<file path="src/spimsp_regs.svh">
// register map, field positions, reset values and timing counts of the spi port
`ifndef SPIMSP_REGS_SVH
`define SPIMSP_REGS_SVH

// ----------------------------------------------------------------------------
// register offsets (byte addresses on apb)
// ----------------------------------------------------------------------------
`define SPIMSP_OFS_MODE     12'h000
`define SPIMSP_OFS_DATA     12'h004
`define SPIMSP_OFS_FMT      12'h008

// ----------------------------------------------------------------------------
// serial_mode_control fields
// ----------------------------------------------------------------------------
`define SPIMSP_MODE_MSB     7
`define SPIMSP_MODE_LSB     5
`define SPIMSP_EN_BIT       1
`define SPIMSP_MODE_RST     3'h7
`define SPIMSP_EN_RST       1'h0

// ----------------------------------------------------------------------------
// port_mode_select codes
// ----------------------------------------------------------------------------
`define SPIMSP_M_DIV4       3'h0
`define SPIMSP_M_DIV16      3'h1
`define SPIMSP_M_DIV64      3'h2
`define SPIMSP_M_SUB        3'h3
`define SPIMSP_M_TMR        3'h4
`define SPIMSP_M_SLAVE      3'h5

// ----------------------------------------------------------------------------
// spi_format_control fields
// ----------------------------------------------------------------------------
`define SPIMSP_POL_BIT      5
`define SPIMSP_EDGE_BIT     4
`define SPIMSP_MLS_BIT      3
`define SPIMSP_SELECT_PIN_ENABLE_BIT     2
`define SPIMSP_WRITE_COLLISION_FLAG_BIT     1
`define SPIMSP_TRF_BIT      0
`define SPIMSP_FMT_RST      1'h0
`define SPIMSP_DATA_RST     8'h00

// ----------------------------------------------------------------------------
// timing: pclk cycles per half serial clock, index of the last half period and of the last bit of a byte
// ----------------------------------------------------------------------------
`define SPIMSP_HALF_DIV4    6'h02
`define SPIMSP_HALF_DIV16   6'h08
`define SPIMSP_HALF_DIV64   6'h20
`define SPIMSP_LAST_HALF    5'h0F
`define SPIMSP_LAST_BIT     4'h7

`endif

</file>
<file path="src/spimsp_pkg.sv">
// types shared by the spi port and its testbench
package spimsp_pkg;

  typedef struct packed {
    logic sck;
    logic sdi;
    logic scs_n;
  } spimsp_pins_in_t;

  typedef struct packed {
    logic sck_o;
    logic sck_oe;
    logic sdo_o;
    logic sdo_oe;
    logic scs_n_o;
    logic scs_n_oe;
  } spimsp_pins_out_t;

  typedef enum logic {
    SPIMSP_IDLE,
    SPIMSP_RUN
  } spimsp_state_t;

endpackage

</file>
<file path="src/spimsp_sync.sv">
// two-flop synchroniser for a group of asynchronous inputs
`timescale 1ns/1ps
module spimsp_sync #(
  parameter int              W   = 1,
  parameter logic [W-1:0]    RST = '0
) (
  input  wire logic         pclk,
  input  wire logic         presetn,
  input  wire logic [W-1:0] async_in,
  output logic      [W-1:0] sync_q
);
  logic [W-1:0] meta_q;

  genvar g;
  generate
    for (g = 0; g < W; g++) begin : g_bit
      always_ff @(posedge pclk or negedge presetn) begin
        if (!presetn) begin
          meta_q[g] <= RST[g];
          sync_q[g] <= RST[g];
        end else begin
          meta_q[g] <= async_in[g];
          sync_q[g] <= meta_q[g];
        end
      end
    end
  endgenerate
endmodule

</file>
<file path="src/spimsp_top.sv">
// spi master/slave port with apb register access
// Operation
// - master clock is pclk/4, /16, /64, low-speed clock, or half timer overflow
// - code 101 is slave; 110 two-wire and 111 reserved start nothing
// - enable low releases all pins and stops all activity
// - enable rising leaves every control register unchanged
// - polarity 0 idles clock high, 1 idles it low
// - edge select with polarity picks rising or falling capture edge
// - bit order 1 shifts msb first, 0 lsb first
// - select enable 0 floats select pin, 1 makes it the select
// - data write during a transfer is dropped and sets collision flag
// - done flag sets at byte end, holds until software writes zero
// - master data write starts full-duplex byte exchange at once
// - slave shifts data register out and in on master clocks
// - slave presents first bit per polarity and edge after select
// - port keeps running while the processor idles
// - all serial data passes through the one shared data register
// - unimplemented control bits read as zero
// - master starts transfers and makes the clock; slave only follows
`timescale 1ns/1ps
`include "spimsp_regs.svh"
module spimsp_top (
  input  wire logic                         pclk,
  input  wire logic                         presetn,
  input  wire logic                         psel,
  input  wire logic                         penable,
  input  wire logic                         pwrite,
  input  wire logic [11:0]                  paddr,
  input  wire logic [31:0]                  pwdata,
  output logic      [31:0]                  prdata,
  output logic                              pready,
  output logic                              pslverr,
  input  wire spimsp_pkg::spimsp_pins_in_t  pins_i,
  input  wire logic                         low_speed_clock,
  input  wire logic                         timer_overflow,
  output spimsp_pkg::spimsp_pins_out_t      pins_o,
  output logic                              irq
);
  import spimsp_pkg::*;

  // --------------------------------------------------------------------------
  // declarations
  // --------------------------------------------------------------------------
  logic [2:0]    port_mode_select_q;
  logic          port_master_enable_q;
  logic          clock_idle_polarity_q;
  logic          capture_edge_select_q;
  logic          bit_order_select_q;
  logic          select_pin_enable_q;
  logic          write_collision_flag_q;
  logic          transfer_done_flag_q;
  logic          transfer_done_flag_d;
  logic [7:0]    serial_data_buffer_q;
  spimsp_state_t state_q;
  logic [4:0]    half_q;
  logic [3:0]    bit_q;
  logic [5:0]    div_q;
  logic          sck_q;
  logic          sdo_q;
  logic [3:0]    sync_q;
  logic          lsc_prev_q;
  logic          sck_prev_q;
  logic [31:0]   prdata_q;
  logic          pready_q;
  logic          pslverr_q;
  logic          irq_q;
  spimsp_pins_out_t pins_q;

  logic          lsc_s;
  logic          sck_s;
  logic          sdi_s;
  logic          scs_n_s;
  logic          is_master;
  logic          is_slave;
  logic          selected;
  logic          busy;
  logic          idle_lvl;
  logic          tick;
  logic [5:0]    half_lim;
  logic          ev;
  logic          lead;
  logic          capture;
  logic          launch;
  logic          done;
  logic          setup_acc;
  logic          acc;
  logic          wr_mode;
  logic          wr_data;
  logic          wr_fmt;
  logic          start;
  logic          out_bit;

  // --------------------------------------------------------------------------
  // helpers
  // --------------------------------------------------------------------------
  // 0 mode, 1 data, 2 format, 3 unmapped; shared by read and write paths
  function automatic logic [1:0] reg_index(input logic [11:0] a);
    case (a)
      `SPIMSP_OFS_MODE: reg_index = 2'h0;
      `SPIMSP_OFS_DATA: reg_index = 2'h1;
      `SPIMSP_OFS_FMT:  reg_index = 2'h2;
      default:          reg_index = 2'h3;
    endcase
  endfunction

  function automatic logic [7:0] shift_in(input logic [7:0] sh, input logic b,
                                          input logic msb);
    shift_in = msb ? {sh[6:0], b} : {b, sh[7:1]};
  endfunction

  // --------------------------------------------------------------------------
  // pin synchronisers
  // --------------------------------------------------------------------------
  spimsp_sync #(
    .W   (4),
    .RST (4'h5)
  ) u_sync (
    .pclk     (pclk),
    .presetn  (presetn),
    .async_in ({low_speed_clock, pins_i.sck, pins_i.sdi, pins_i.scs_n}),
    .sync_q   (sync_q)
  );

  assign lsc_s   = sync_q[3];
  assign sck_s   = sync_q[2];
  assign sdi_s   = sync_q[1];
  assign scs_n_s = sync_q[0];

  always_ff @(posedge pclk or negedge presetn) begin
    if (!presetn) begin
      lsc_prev_q <= 1'h0;
      // idle-high levels, so the pull-up on sck gives no false edge after reset
      sck_prev_q <= 1'h1;
    end else begin
      lsc_prev_q <= lsc_s;
      sck_prev_q <= sck_s;
    end
  end

  // --------------------------------------------------------------------------
  // apb slave: one wait state, answer registered
  // --------------------------------------------------------------------------
  assign setup_acc = psel & penable & ~pready_q;
  assign acc       = psel & penable & pready_q;
  assign wr_mode   = acc & pwrite & (reg_index(paddr) == 2'h0);
  assign wr_data   = acc & pwrite & (reg_index(paddr) == 2'h1);
  assign wr_fmt    = acc & pwrite & (reg_index(paddr) == 2'h2);

  always_ff @(posedge pclk or negedge presetn) begin
    if (!presetn) begin
      pready_q  <= 1'h0;
      pslverr_q <= 1'h0;
      prdata_q  <= 32'h0000_0000;
    end else begin
      pready_q  <= setup_acc;
      pslverr_q <= setup_acc & (reg_index(paddr) == 2'h3);
      if (setup_acc && !pwrite) begin
        case (reg_index(paddr))
          2'h0:    prdata_q <= {24'h00_0000, port_mode_select_q, 3'h0,
                                port_master_enable_q, 1'h0};
          2'h1:    prdata_q <= {24'h00_0000, serial_data_buffer_q};
          2'h2:    prdata_q <= {24'h00_0000, 2'h0, clock_idle_polarity_q,
                                capture_edge_select_q, bit_order_select_q,
                                select_pin_enable_q, write_collision_flag_q,
                                transfer_done_flag_q};
          default: prdata_q <= 32'h0000_0000;
        endcase
      end else begin
        prdata_q <= 32'h0000_0000;
      end
    end
  end

  // --------------------------------------------------------------------------
  // control registers; enable toggling never reinitialises them
  // --------------------------------------------------------------------------
  always_ff @(posedge pclk or negedge presetn) begin
    if (!presetn) begin
      port_mode_select_q   <= `SPIMSP_MODE_RST;
      port_master_enable_q <= `SPIMSP_EN_RST;
    end else if (wr_mode) begin
      port_mode_select_q   <= pwdata[`SPIMSP_MODE_MSB:`SPIMSP_MODE_LSB];
      port_master_enable_q <= pwdata[`SPIMSP_EN_BIT];
    end
  end

  always_ff @(posedge pclk or negedge presetn) begin
    if (!presetn) begin
      clock_idle_polarity_q <= `SPIMSP_FMT_RST;
      capture_edge_select_q <= `SPIMSP_FMT_RST;
      bit_order_select_q    <= `SPIMSP_FMT_RST;
      select_pin_enable_q   <= `SPIMSP_FMT_RST;
    end else if (wr_fmt) begin
      clock_idle_polarity_q <= pwdata[`SPIMSP_POL_BIT];
      capture_edge_select_q <= pwdata[`SPIMSP_EDGE_BIT];
      bit_order_select_q    <= pwdata[`SPIMSP_MLS_BIT];
      select_pin_enable_q   <= pwdata[`SPIMSP_SELECT_PIN_ENABLE_BIT];
    end
  end

  // --------------------------------------------------------------------------
  // mode decode and serial clock source
  // --------------------------------------------------------------------------
  // codes 110 and 111 fall in neither set, so nothing can start there
  assign is_master = port_master_enable_q & (port_mode_select_q <= `SPIMSP_M_TMR);
  assign is_slave  = port_master_enable_q & (port_mode_select_q == `SPIMSP_M_SLAVE);
  assign selected  = ~select_pin_enable_q | ~scs_n_s;
  assign busy      = (state_q == SPIMSP_RUN) | (is_slave & (bit_q != 4'h0));
  assign idle_lvl  = ~clock_idle_polarity_q;
  assign start     = wr_data & is_master & ~busy;
  assign out_bit   = bit_order_select_q ? serial_data_buffer_q[7]
                                        : serial_data_buffer_q[0];

  always_comb begin
    half_lim = `SPIMSP_HALF_DIV4;
    tick     = 1'h0;
    case (port_mode_select_q)
      `SPIMSP_M_DIV4:  half_lim = `SPIMSP_HALF_DIV4;
      `SPIMSP_M_DIV16: half_lim = `SPIMSP_HALF_DIV16;
      `SPIMSP_M_DIV64: half_lim = `SPIMSP_HALF_DIV64;
      default:         half_lim = `SPIMSP_HALF_DIV4;
    endcase
    case (port_mode_select_q)
      `SPIMSP_M_DIV4, `SPIMSP_M_DIV16, `SPIMSP_M_DIV64:
        tick = (div_q == half_lim - 6'h01);
      // each low-speed edge is half a period: sck runs at that clock's rate
      `SPIMSP_M_SUB: tick = (lsc_s != lsc_prev_q);
      // one toggle per overflow gives half the overflow rate
      `SPIMSP_M_TMR: tick = timer_overflow;
      default:       tick = 1'h0;
    endcase
  end

  always_ff @(posedge pclk or negedge presetn) begin
    if (!presetn) begin
      div_q <= 6'h00;
    end else if (state_q != SPIMSP_RUN || tick) begin
      div_q <= 6'h00;
    end else begin
      div_q <= div_q + 6'h01;
    end
  end

  // --------------------------------------------------------------------------
  // edge classification; edge select 1 captures on the leading edge
  // --------------------------------------------------------------------------
  always_comb begin
    if (is_master) begin
      ev   = (state_q == SPIMSP_RUN) & tick;
      lead = (sck_q == idle_lvl);
    end else begin
      ev   = is_slave & selected & (sck_s != sck_prev_q);
      lead = (sck_prev_q == idle_lvl);
    end
    capture = ev & (lead == capture_edge_select_q);
    launch  = ev & ~capture;
    done    = is_master ? (ev & (half_q == `SPIMSP_LAST_HALF))
                        : (capture & is_slave & (bit_q == `SPIMSP_LAST_BIT));
  end

  // --------------------------------------------------------------------------
  // transfer sequencing (idle mode of the cpu does not gate any of it)
  // --------------------------------------------------------------------------
  always_ff @(posedge pclk or negedge presetn) begin
    if (!presetn) begin
      state_q <= SPIMSP_IDLE;
    end else begin
      case (state_q)
        SPIMSP_IDLE: if (start) state_q <= SPIMSP_RUN;
        SPIMSP_RUN:  if (!is_master || done) state_q <= SPIMSP_IDLE;
        default:     state_q <= SPIMSP_IDLE;
      endcase
    end
  end

  always_ff @(posedge pclk or negedge presetn) begin
    if (!presetn) begin
      half_q <= 5'h00;
    end else if (start) begin
      half_q <= 5'h00;
    end else if (ev && is_master) begin
      half_q <= half_q + 5'h01;
    end
  end

  // slave bit count restarts whenever the select pin drops the port
  always_ff @(posedge pclk or negedge presetn) begin
    if (!presetn) begin
      bit_q <= 4'h0;
    end else if (!is_slave || !selected) begin
      bit_q <= 4'h0;
    end else if (capture) begin
      bit_q <= (bit_q == `SPIMSP_LAST_BIT) ? 4'h0 : bit_q + 4'h1;
    end
  end

  always_ff @(posedge pclk or negedge presetn) begin
    if (!presetn) begin
      sck_q <= 1'h1;
    end else if (state_q != SPIMSP_RUN) begin
      sck_q <= idle_lvl;
    end else if (tick) begin
      sck_q <= ~sck_q;
    end
  end

  // --------------------------------------------------------------------------
  // shared data register and output bit
  // --------------------------------------------------------------------------
  always_ff @(posedge pclk or negedge presetn) begin
    if (!presetn) begin
      serial_data_buffer_q <= `SPIMSP_DATA_RST;
    end else if (wr_data && !busy) begin
      serial_data_buffer_q <= pwdata[7:0];
    end else if (capture) begin
      serial_data_buffer_q <= shift_in(serial_data_buffer_q, sdi_s,
                                       bit_order_select_q);
    end
  end

  // an idle port keeps its first bit on the line, ready before select falls
  always_ff @(posedge pclk or negedge presetn) begin
    if (!presetn) begin
      sdo_q <= 1'h0;
    end else if (start) begin
      sdo_q <= bit_order_select_q ? pwdata[7] : pwdata[0];
    end else if (launch || !busy) begin
      sdo_q <= out_bit;
    end
  end

  // --------------------------------------------------------------------------
  // status flags: hardware set wins over a software write
  // --------------------------------------------------------------------------
  assign transfer_done_flag_d = done |
    (wr_fmt ? pwdata[`SPIMSP_TRF_BIT] : transfer_done_flag_q);

  always_ff @(posedge pclk or negedge presetn) begin
    if (!presetn) begin
      write_collision_flag_q <= `SPIMSP_FMT_RST;
      transfer_done_flag_q   <= `SPIMSP_FMT_RST;
      irq_q                  <= 1'h0;
    end else begin
      write_collision_flag_q <= (wr_data & busy) |
        (wr_fmt ? pwdata[`SPIMSP_WRITE_COLLISION_FLAG_BIT] : write_collision_flag_q);
      transfer_done_flag_q   <= transfer_done_flag_d;
      irq_q                  <= transfer_done_flag_d & ~transfer_done_flag_q;
    end
  end

  // --------------------------------------------------------------------------
  // pin drivers; disabled port lets all pins go back to plain i/o
  // --------------------------------------------------------------------------
  always_ff @(posedge pclk or negedge presetn) begin
    if (!presetn) begin
      pins_q <= '0;
    end else begin
      pins_q.sck_o    <= sck_q;
      pins_q.sck_oe   <= is_master;
      pins_q.sdo_o    <= sdo_q;
      pins_q.sdo_oe   <= is_master | (is_slave & selected);
      pins_q.scs_n_o  <= (state_q != SPIMSP_RUN);
      pins_q.scs_n_oe <= is_master & select_pin_enable_q;
    end
  end

  assign prdata  = prdata_q;
  assign pready  = pready_q;
  assign pslverr = pslverr_q;
  assign pins_o  = pins_q;
  assign irq     = irq_q;
endmodule

</file>
<file path="config.mk">
export PLATFORM = sky130hd
export DESIGN_NAME = spimsp_top
export DESIGN_NICKNAME = d
export VERILOG_FILES = /design/src/spimsp_pkg.sv /design/src/spimsp_sync.sv /design/src/spimsp_top.sv
export VERILOG_INCLUDE_DIRS = /design/src
export SDC_FILE = /design/constraint.sdc
export NUM_CORES = 1
export LEC_CHECK = 0
export BUFFER_PORTS_ARGS = -buffer_cell sky130_fd_sc_hd__buf_2
export CAP_MARGIN = 20
export CORE_AREA = 5 5 112 72
export CTS_BUF_LIST = sky130_fd_sc_hd__clkbuf_4 sky130_fd_sc_hd__clkbuf_8 sky130_fd_sc_hd__clkbuf_16
export DETAILED_ROUTE_END_ITERATION = 7
export DIE_AREA = 0 0 117 77
export HOLD_SLACK_MARGIN = 0.02
export PLACE_DENSITY = 0.72
export SYNTH_ARGS = -nofsm -noshare
export SYNTH_HDL_FRONTEND = slang
export SYNTH_SLANG_ARGS = --single-unit
</file>
<file path="constraint.sdc">
create_clock -name pclk -period 4.68 [get_ports pclk]
set_input_delay 0.468 -clock pclk [delete_from_list [all_inputs] [get_ports pclk]]
set_output_delay 0.468 -clock pclk [all_outputs]
set_load 0.05 [all_outputs]
</file>
==> impl_metrics.yaml, run 1 <==
run_status:
  status: "finished, final reports clean"
run:
  drv_cap: 0
global_route:
  grt_pass1_wl_mm: 10.8
  antenna_found_initial: 0
  grt_pass1_vias: 2115
  grt_start_max_net_pins: 64
  grt_use_total_pct: 15.8
  overflow: 0
yosys:
  synth_warnings: 0
  synth.area.mux_share_pct: 11.2
  synth_edf_count: 0
  ys_top_cells_by_area: "dfrtp_1 43%, dfstp_2 7.6%, buf_4 6.0%"
  synth_flop_cell: "dfrtp_1"
  synth_compound_gate_area_share_pct: 8.36
  yosys.area.top_type_share_pct: 43.4
  synthArstFlopShare_pct: 100
  syn_area_per_cell_um2: 10.8
  synth_xor_area_share_pct: 2.53
  syn_area_um2: 3110
  synth_area_leader_cell: "dfrtp_1"
  synthSimpleGateAreaFrac_pct: 16.1
  synthAdderAreaFrac_pct: 2.01
  synth_top_family_by_area: "simple AND/OR/NAND/NOR gates"
  syn_inst: 288
  synth_cell_types: 51
  ys_seq_elements: 63
  ys_seq_area_share_pct: 51.0
timing:
  holdWs_ps: 238
  final.setup.tns_ps: 0
  drv_slew: 0
  period_minus_slack_ps: 2550
  fmax_mhz: 392
  worst_slew_pin_slew_ps: 1050
  slew_headroom_pct: 30.0
  setup_violations: 0
  skew_ps: 8.77
  timing_hold_violations_final: 0
  fin_crit_sh_pct: 54.5
  setup_slack_ps: 2130
  rsz0062_at_grt: "false"
worst_setup_path:
  cp-start-kind: "flop"
  cpPeakStageDelay_ps: 630
  worstPathMaxFanout: 10
  crit_chain: "nand4b_1 > a21o_1 > o22ai_1 > o211ai_1 > buf_4 > mux2i_1 > o21ai_0"
  arrival_ps: 2760
  path_buf_inv: 1
  slowest_stage: "dfstp_2"
  required_ps: 4890
  cp_top_family: "compound AO/OA/AOI/OAI gates"
  worstSetupPathType: "flop to flop"
  end_kind: "flop"
floorplan:
  die-area_um2: 9010
  die_h_um: 77
  core_um2: 6970
  die_w_um: 117
  io_pins: 95
  num_rows: 24
  initial_core_util_pct: 44.7
place:
  io_buffers: 46
  globalplace.congestion: 0.853
  dp_hpwl_mm: 4.84
  dp_slack_ps: 1870
routing:
  routed_wl_mm: 6.50
  drt-vias-per-instance: 5.01
  ant_nets: 0
  vias: 2173
  drt-pass1-iter-count: 4
  drc: 0
  dr.first_iter.drc_count: 179
  wl_per_cell_um: 15.0
layout:
  post-route-util_pct: 52.2
  drive_above_1_share_pct: 28.6
  layout.nets: 397
  fill_cells: 636
  area_growth_pct: 16.7
  antenna_cells: 0
clock_tree:
  cts_buffers: 9
  holdBufCountCts: 0
  cts_resized: 0
  clk_pin_slew_worst_paths_ps: 50
  postCtsSetupBuffers: 0
  htree_levels: 3
  cts_tree: "built"
  clk_latency_ps: 330
  clk_path_buf_depth: 2
  root_buffer: "clkbuf_16"
  clock_sinks: 63
hold_path:
  hold_path_class: "primary input to flop"
power_and_ir_drop:
  p_leak_uw: 0.00175
  power_uw: 1280
  ir_worst_vdd_uv: 262
  powerDensity_nw_per_um2: 353
==> layer usage <==
metal	vias up	GRT usage, %	routed length (um)
met4	0	4.70	89
met5	-	0	0
met2	51	21.0	2730
met3	9	7.47	464
met1	1052	22.6	3210
li1	1061	-	-
==> state kept, by name, indices dropped and copies added, names as in the netlist, 3 cells and up <==
register / count
prdata: 8
serial_data_buffer_q: 8
div_q: 6
pins_o: 6
half_q: 5
bit_q: 4
u_sync.meta_q: 4
u_sync.sync_q: 4
port_mode_select_q: 3
==> where the power goes <==
group	internal, uW	total [uW]	switching, uW
combinational	15.8	86.7	70.9
clock	418	638	220
sequential	553	556	3.04
total	987	1280	294
==> layout make-up <==
type                    count  area (um2)  share of cell area, %
inverters                  10        37.5                   1.03
multi-input cells         205        1350                   37.1
clock inverters             1        5.00                  0.138
clock buffers              15         289                   7.95
well taps                  91         114                   3.13
flip-flops and latches     63        1590                   43.7
repair buffers             49         253                   6.96
==> path summary, 6_finish.rpt <==
path	start	to	slack, ps	cells past startpoint
max reg2reg	port_mode_select_q[1]	serial_data_buffer_q[3]	2130	7
min reg2reg	u_sync.meta_q[2]	u_sync.sync_q[2]	350	0
min in group asynchronous	presetn	prdata[1]	300	2
min	pins_i[2]	u_sync.meta_q[2]	240	1
max	port_mode_select_q[1]	serial_data_buffer_q[3]	2130	7
max in group asynchronous	presetn	div_q[0]	3870	2
==> through the flow <==
step	cell area, um2	cells
5_1_grt	3630	434
6_report	3630	434
2_1_floorplan	3200	311
3_5_place_dp	3340	418
3_3_place_gp	3340	418
4_1_cts	3630	434
==> synthesized netlist by cell type (2+ instances only) <==
cell and n:
a21oi_1 10, a22oi_1 4, and3_1 4, and4b_1 2
buf_4 25, buf_6 2, clkbuf_1 5, dfrtp_1 54
dfstp_2 9, ha_1 5, inv_1 10, mux2_2 16
mux2i_1 13, nand2_1 17, nand2b_1 2, nand3_1 10
nand3b_1 3, nor2_1 22, nor2b_1 3, nor3_1 6
nor3b_1 2, nor4_1 4, nor4_2 2, o211ai_1 2
o21ai_0 18, or2_1 2, or2_2 2, or3_1 4
xnor2_1 6, xor2_1 3
==> layout by cell type, fill, tap and decap left out, types with 9 or more instances in the layout <==
master     synthesis  routed
nand3_1           10      10
inv_1             10      10
dfstp_2            9       9
mux2_2            16      16
clkbuf_16          0       9
a21oi_1           10      10
conb_1             1      24
mux2i_1           13      13
o21ai_0           18      18
nor2_1            22      22
buf_2              1      46
nand2_1           17      17
dfrtp_1           54      54
==> cells by family after synthesis <==
group                    Yosys count
other                              1
multiplexers                      31
AO/OA/AOI/OAI                     44
XOR/XNOR                           9
flip-flops                        63
AND/OR/NAND/NOR                   92
adder cells (fa/ha/maj)            5
buffers and inverters             43
Note: power is estimated with default switching activity, not from simulation.
==> inputs of run 2 (changes only) <==
--- a/config.mk
+++ b/config.mk
@@ -8,12 +8,12 @@
 export LEC_CHECK = 0
 export BUFFER_PORTS_ARGS = -buffer_cell sky130_fd_sc_hd__buf_2
 export CAP_MARGIN = 20
-export CORE_AREA = 5 5 112 72
+export CORE_AREA = 5 5 113 72
 export CTS_BUF_LIST = sky130_fd_sc_hd__clkbuf_4 sky130_fd_sc_hd__clkbuf_8 sky130_fd_sc_hd__clkbuf_16
 export DETAILED_ROUTE_END_ITERATION = 7
-export DIE_AREA = 0 0 117 77
+export DIE_AREA = 0 0 118 77
 export HOLD_SLACK_MARGIN = 0.02
-export PLACE_DENSITY = 0.72
+export PLACE_DENSITY = 0.74
 export SYNTH_ARGS = -nofsm -noshare
 export SYNTH_HDL_FRONTEND = slang
 export SYNTH_SLANG_ARGS = --single-unit
==> constraint.sdc (replaced) <==
create_clock -name pclk -period 2.24 [get_ports pclk]
set_input_delay 0.224 -clock pclk [delete_from_list [all_inputs] [get_ports pclk]]
set_output_delay 0.224 -clock pclk [all_outputs]
set_load 0.05 [all_outputs]
==> run 2 against run 1 <==
Non-clock buffer count is 24 higher; hold slack worse by 120 ps; clock power increased by 120%; the flow now finishes with violations (negative setup slack); sequential cell count did not move.
==> impl_metrics.yaml, run 2 (synthesized netlist as in run 1, its figures left out) <==
layout:
  area_growth_pct: 26.2
  layout.nets: 421
  fin_area_um2: 3930
  drive_above_1_share_pct: 34.6
  layout_commonest_cell: "dfrtp_1"
  antenna_cells: 0
  most-common-layout-cells: "53 x dfrtp_1, 46 x buf_2, 24 x conb_1, 22 x nor2_1, 19 x buf_4"
routing:
  drt-vias-per-instance: 5.11
  ant_nets: 0
  dr.first_iter.drc_count: 156
  wl_per_cell_um: 16.0
  vias: 2340
  routed_wl_mm: 7.32
  drc: 0
  drt-pass1-iter-count: 4
clock_tree:
  cts_tree: "built"
  clk_pin_slew_worst_paths_ps: 60
  clk_path_buf_depth: 2
  htree_levels: 3
  cts_buffers: 9
  root_buffer: "clkbuf_16"
  clk_latency_ps: 340
  clock_sinks: 63
timing:
  fin_crit_sh_pct: 105
  worst_slew_pin_slew_ps: 595
  drv_slew: 0
  period_minus_slack_ps: 2350
  final.setup.tns_ps: -490
  rsz0062_at_grt: "true"
  slew_headroom_pct: 60.3
  skew_ps: 10.6
  timing_hold_violations_final: 0
  fmax_mhz: 425
  setup_violations: 9
  setup_slack_ps: -112
floorplan:
  num_rows: 24
  initial_core_util_pct: 44.3
  die_h_um: 77
  die_w_um: 118
  io_pins: 95
  core_um2: 7030
  die-area_um2: 9090
global_route:
  grt_pass1_wl_mm: 12.1
  grt_use_total_pct: 17.1
  grt_start_max_net_pins: 40
  antenna_found_initial: 0
  grt_pass1_vias: 2366
  overflow: 0
worst_setup_path:
  arrival_ps: 2570
  required_ps: 2460
  path_buf_inv: 3
  end_kind: "flop"
  cpPeakStageDelay_ps: 630
  slowest_stage: "dfstp_2"
  crit_chain: "buf_6 > nor4bb_1 > a41oi_1 > o22ai_1 > o211ai_1 > buf_4 > buf_4 > mux2i_1 > o21ai_0"
  cp_top_family: "compound AO/OA/AOI/OAI gates"
  worstSetupPathType: "flop to flop"
  worstPathMaxFanout: 8
  timing.critical_path.mode_cell: "buf_4"
  cp-start-kind: "flop"
power_and_ir_drop:
  ir_worst_vdd_uv: 621
  switching_share_pct: 23.1
  clkPwrFrac_pct: 50.9
  powerDensity_nw_per_um2: 703
  combinationalPowerShare_pct: 7.1
  switchingPower_uw: 638
  internal_power_uw: 2130
  p_leak_uw: 0.00188
  seq_power_share_pct: 42.0
run_status:
  status: "complete, but fails checks"
  violations: "negative setup slack"
place:
  dp_hpwl_mm: 5.24
  io_buffers: 46
  globalplace.congestion: 0.904
  dpl_cell_area_um2: 3450
hold_path:
  hold_path_class: "primary input to flop"
run:
  drv_cap: 0
[run 2: cell types whose count changed in the layout (fill, tap and decap cells not counted), moves of 2 or more]
cell / change
buf_4: +16
a21oi_2: +2
nor4_2: -2
a21oi_1: -2
o21ai_2: +2
clkinv_2: +2
buf_6: +2
nor4_4: +3
clkbuf_4: -2
dlygate4sd3_1: +5
[run 2: cell type report]
class | count | area (um2)
fillers | 613 | 3100
repair buffers | 73 | 465
flip-flops and latches | 63 | 1590
well taps | 91 | 114
multi-input cells | 205 | 1420
clock inverters | 4 | 45.0
inverters | 10 | 37.5
clock buffers | 12 | 260
[run 2: timing repair]
| item | 4_1_cts | 5_1_grt |
|---|---|---|
| pin swaps | 3 | 4 |
| gates cloned | 0 | 0 |
| buffers inserted | 2 | 4 |
| setup endpoints to repair | 13 | 15 |
| hold endpoints to repair | 28 | 0 |
| hold buffers | 5 | 0 |
| resized for setup | 3 | 16 |
[run 2: final timing paths]
path,depth (start not counted),slack [ps],startpoint,endpoint
min in group asynchronous,2,440,presetn,port_master_enable_q
setup / recovery,9,-110,port_mode_select_q[0],serial_data_buffer_q[7]
setup reg to reg,9,-110,port_mode_select_q[0],serial_data_buffer_q[7]
max in group asynchronous,3,1120,presetn,port_mode_select_q[1]
hold reg to reg,0,340,u_sync.meta_q[1],u_sync.sync_q[1]
hold / removal,3,120,pwdata[3],serial_data_buffer_q[3]
[run 2: power by group through the flow]
stage	clock network, uW	logic (uW)	registers, uW
detailed placement	0	186	1180
floorplan	0	147	1190
finish	1410	196	1160
global placement	0	184	1180
CTS	1430	193	1160
global route	1500	212	1160
[run 2: metrics by stage]
stage	worst slack [ps]	hold WS, ps	utilization [%]	total power [uW]	cells
5_1_grt	-200	130	55.9	2870	458
4_1_cts	-28.2	107	54.6	2790	454
3_5_place_dp	-49.1	265	49.1	1370	431
6_report	-112	119	55.9	2760	458
2_1_floorplan	5.87	-71.6	-	1330	311
3_3_place_gp	-40.8	248	49.1	1360	431
[run 2: per-layer routing]
metal	track usage, %	wire length, um	up-vias
li1	-	-	1109
met1	23.0	3300	1145
met2	24.3	3260	76
met3	7.06	636	10
met4	7.10	117	0
met5	0	0	-
[run 2: worst reg2reg max path: stages (launching register included)]
cell      delay [ps]
dfstp_2          630
buf_6            130
nor4bb_1          40
a41oi_1          290
o22ai_1          160
o211ai_1         370
buf_4            250
buf_4            130
mux2i_1          150
o21ai_0           80
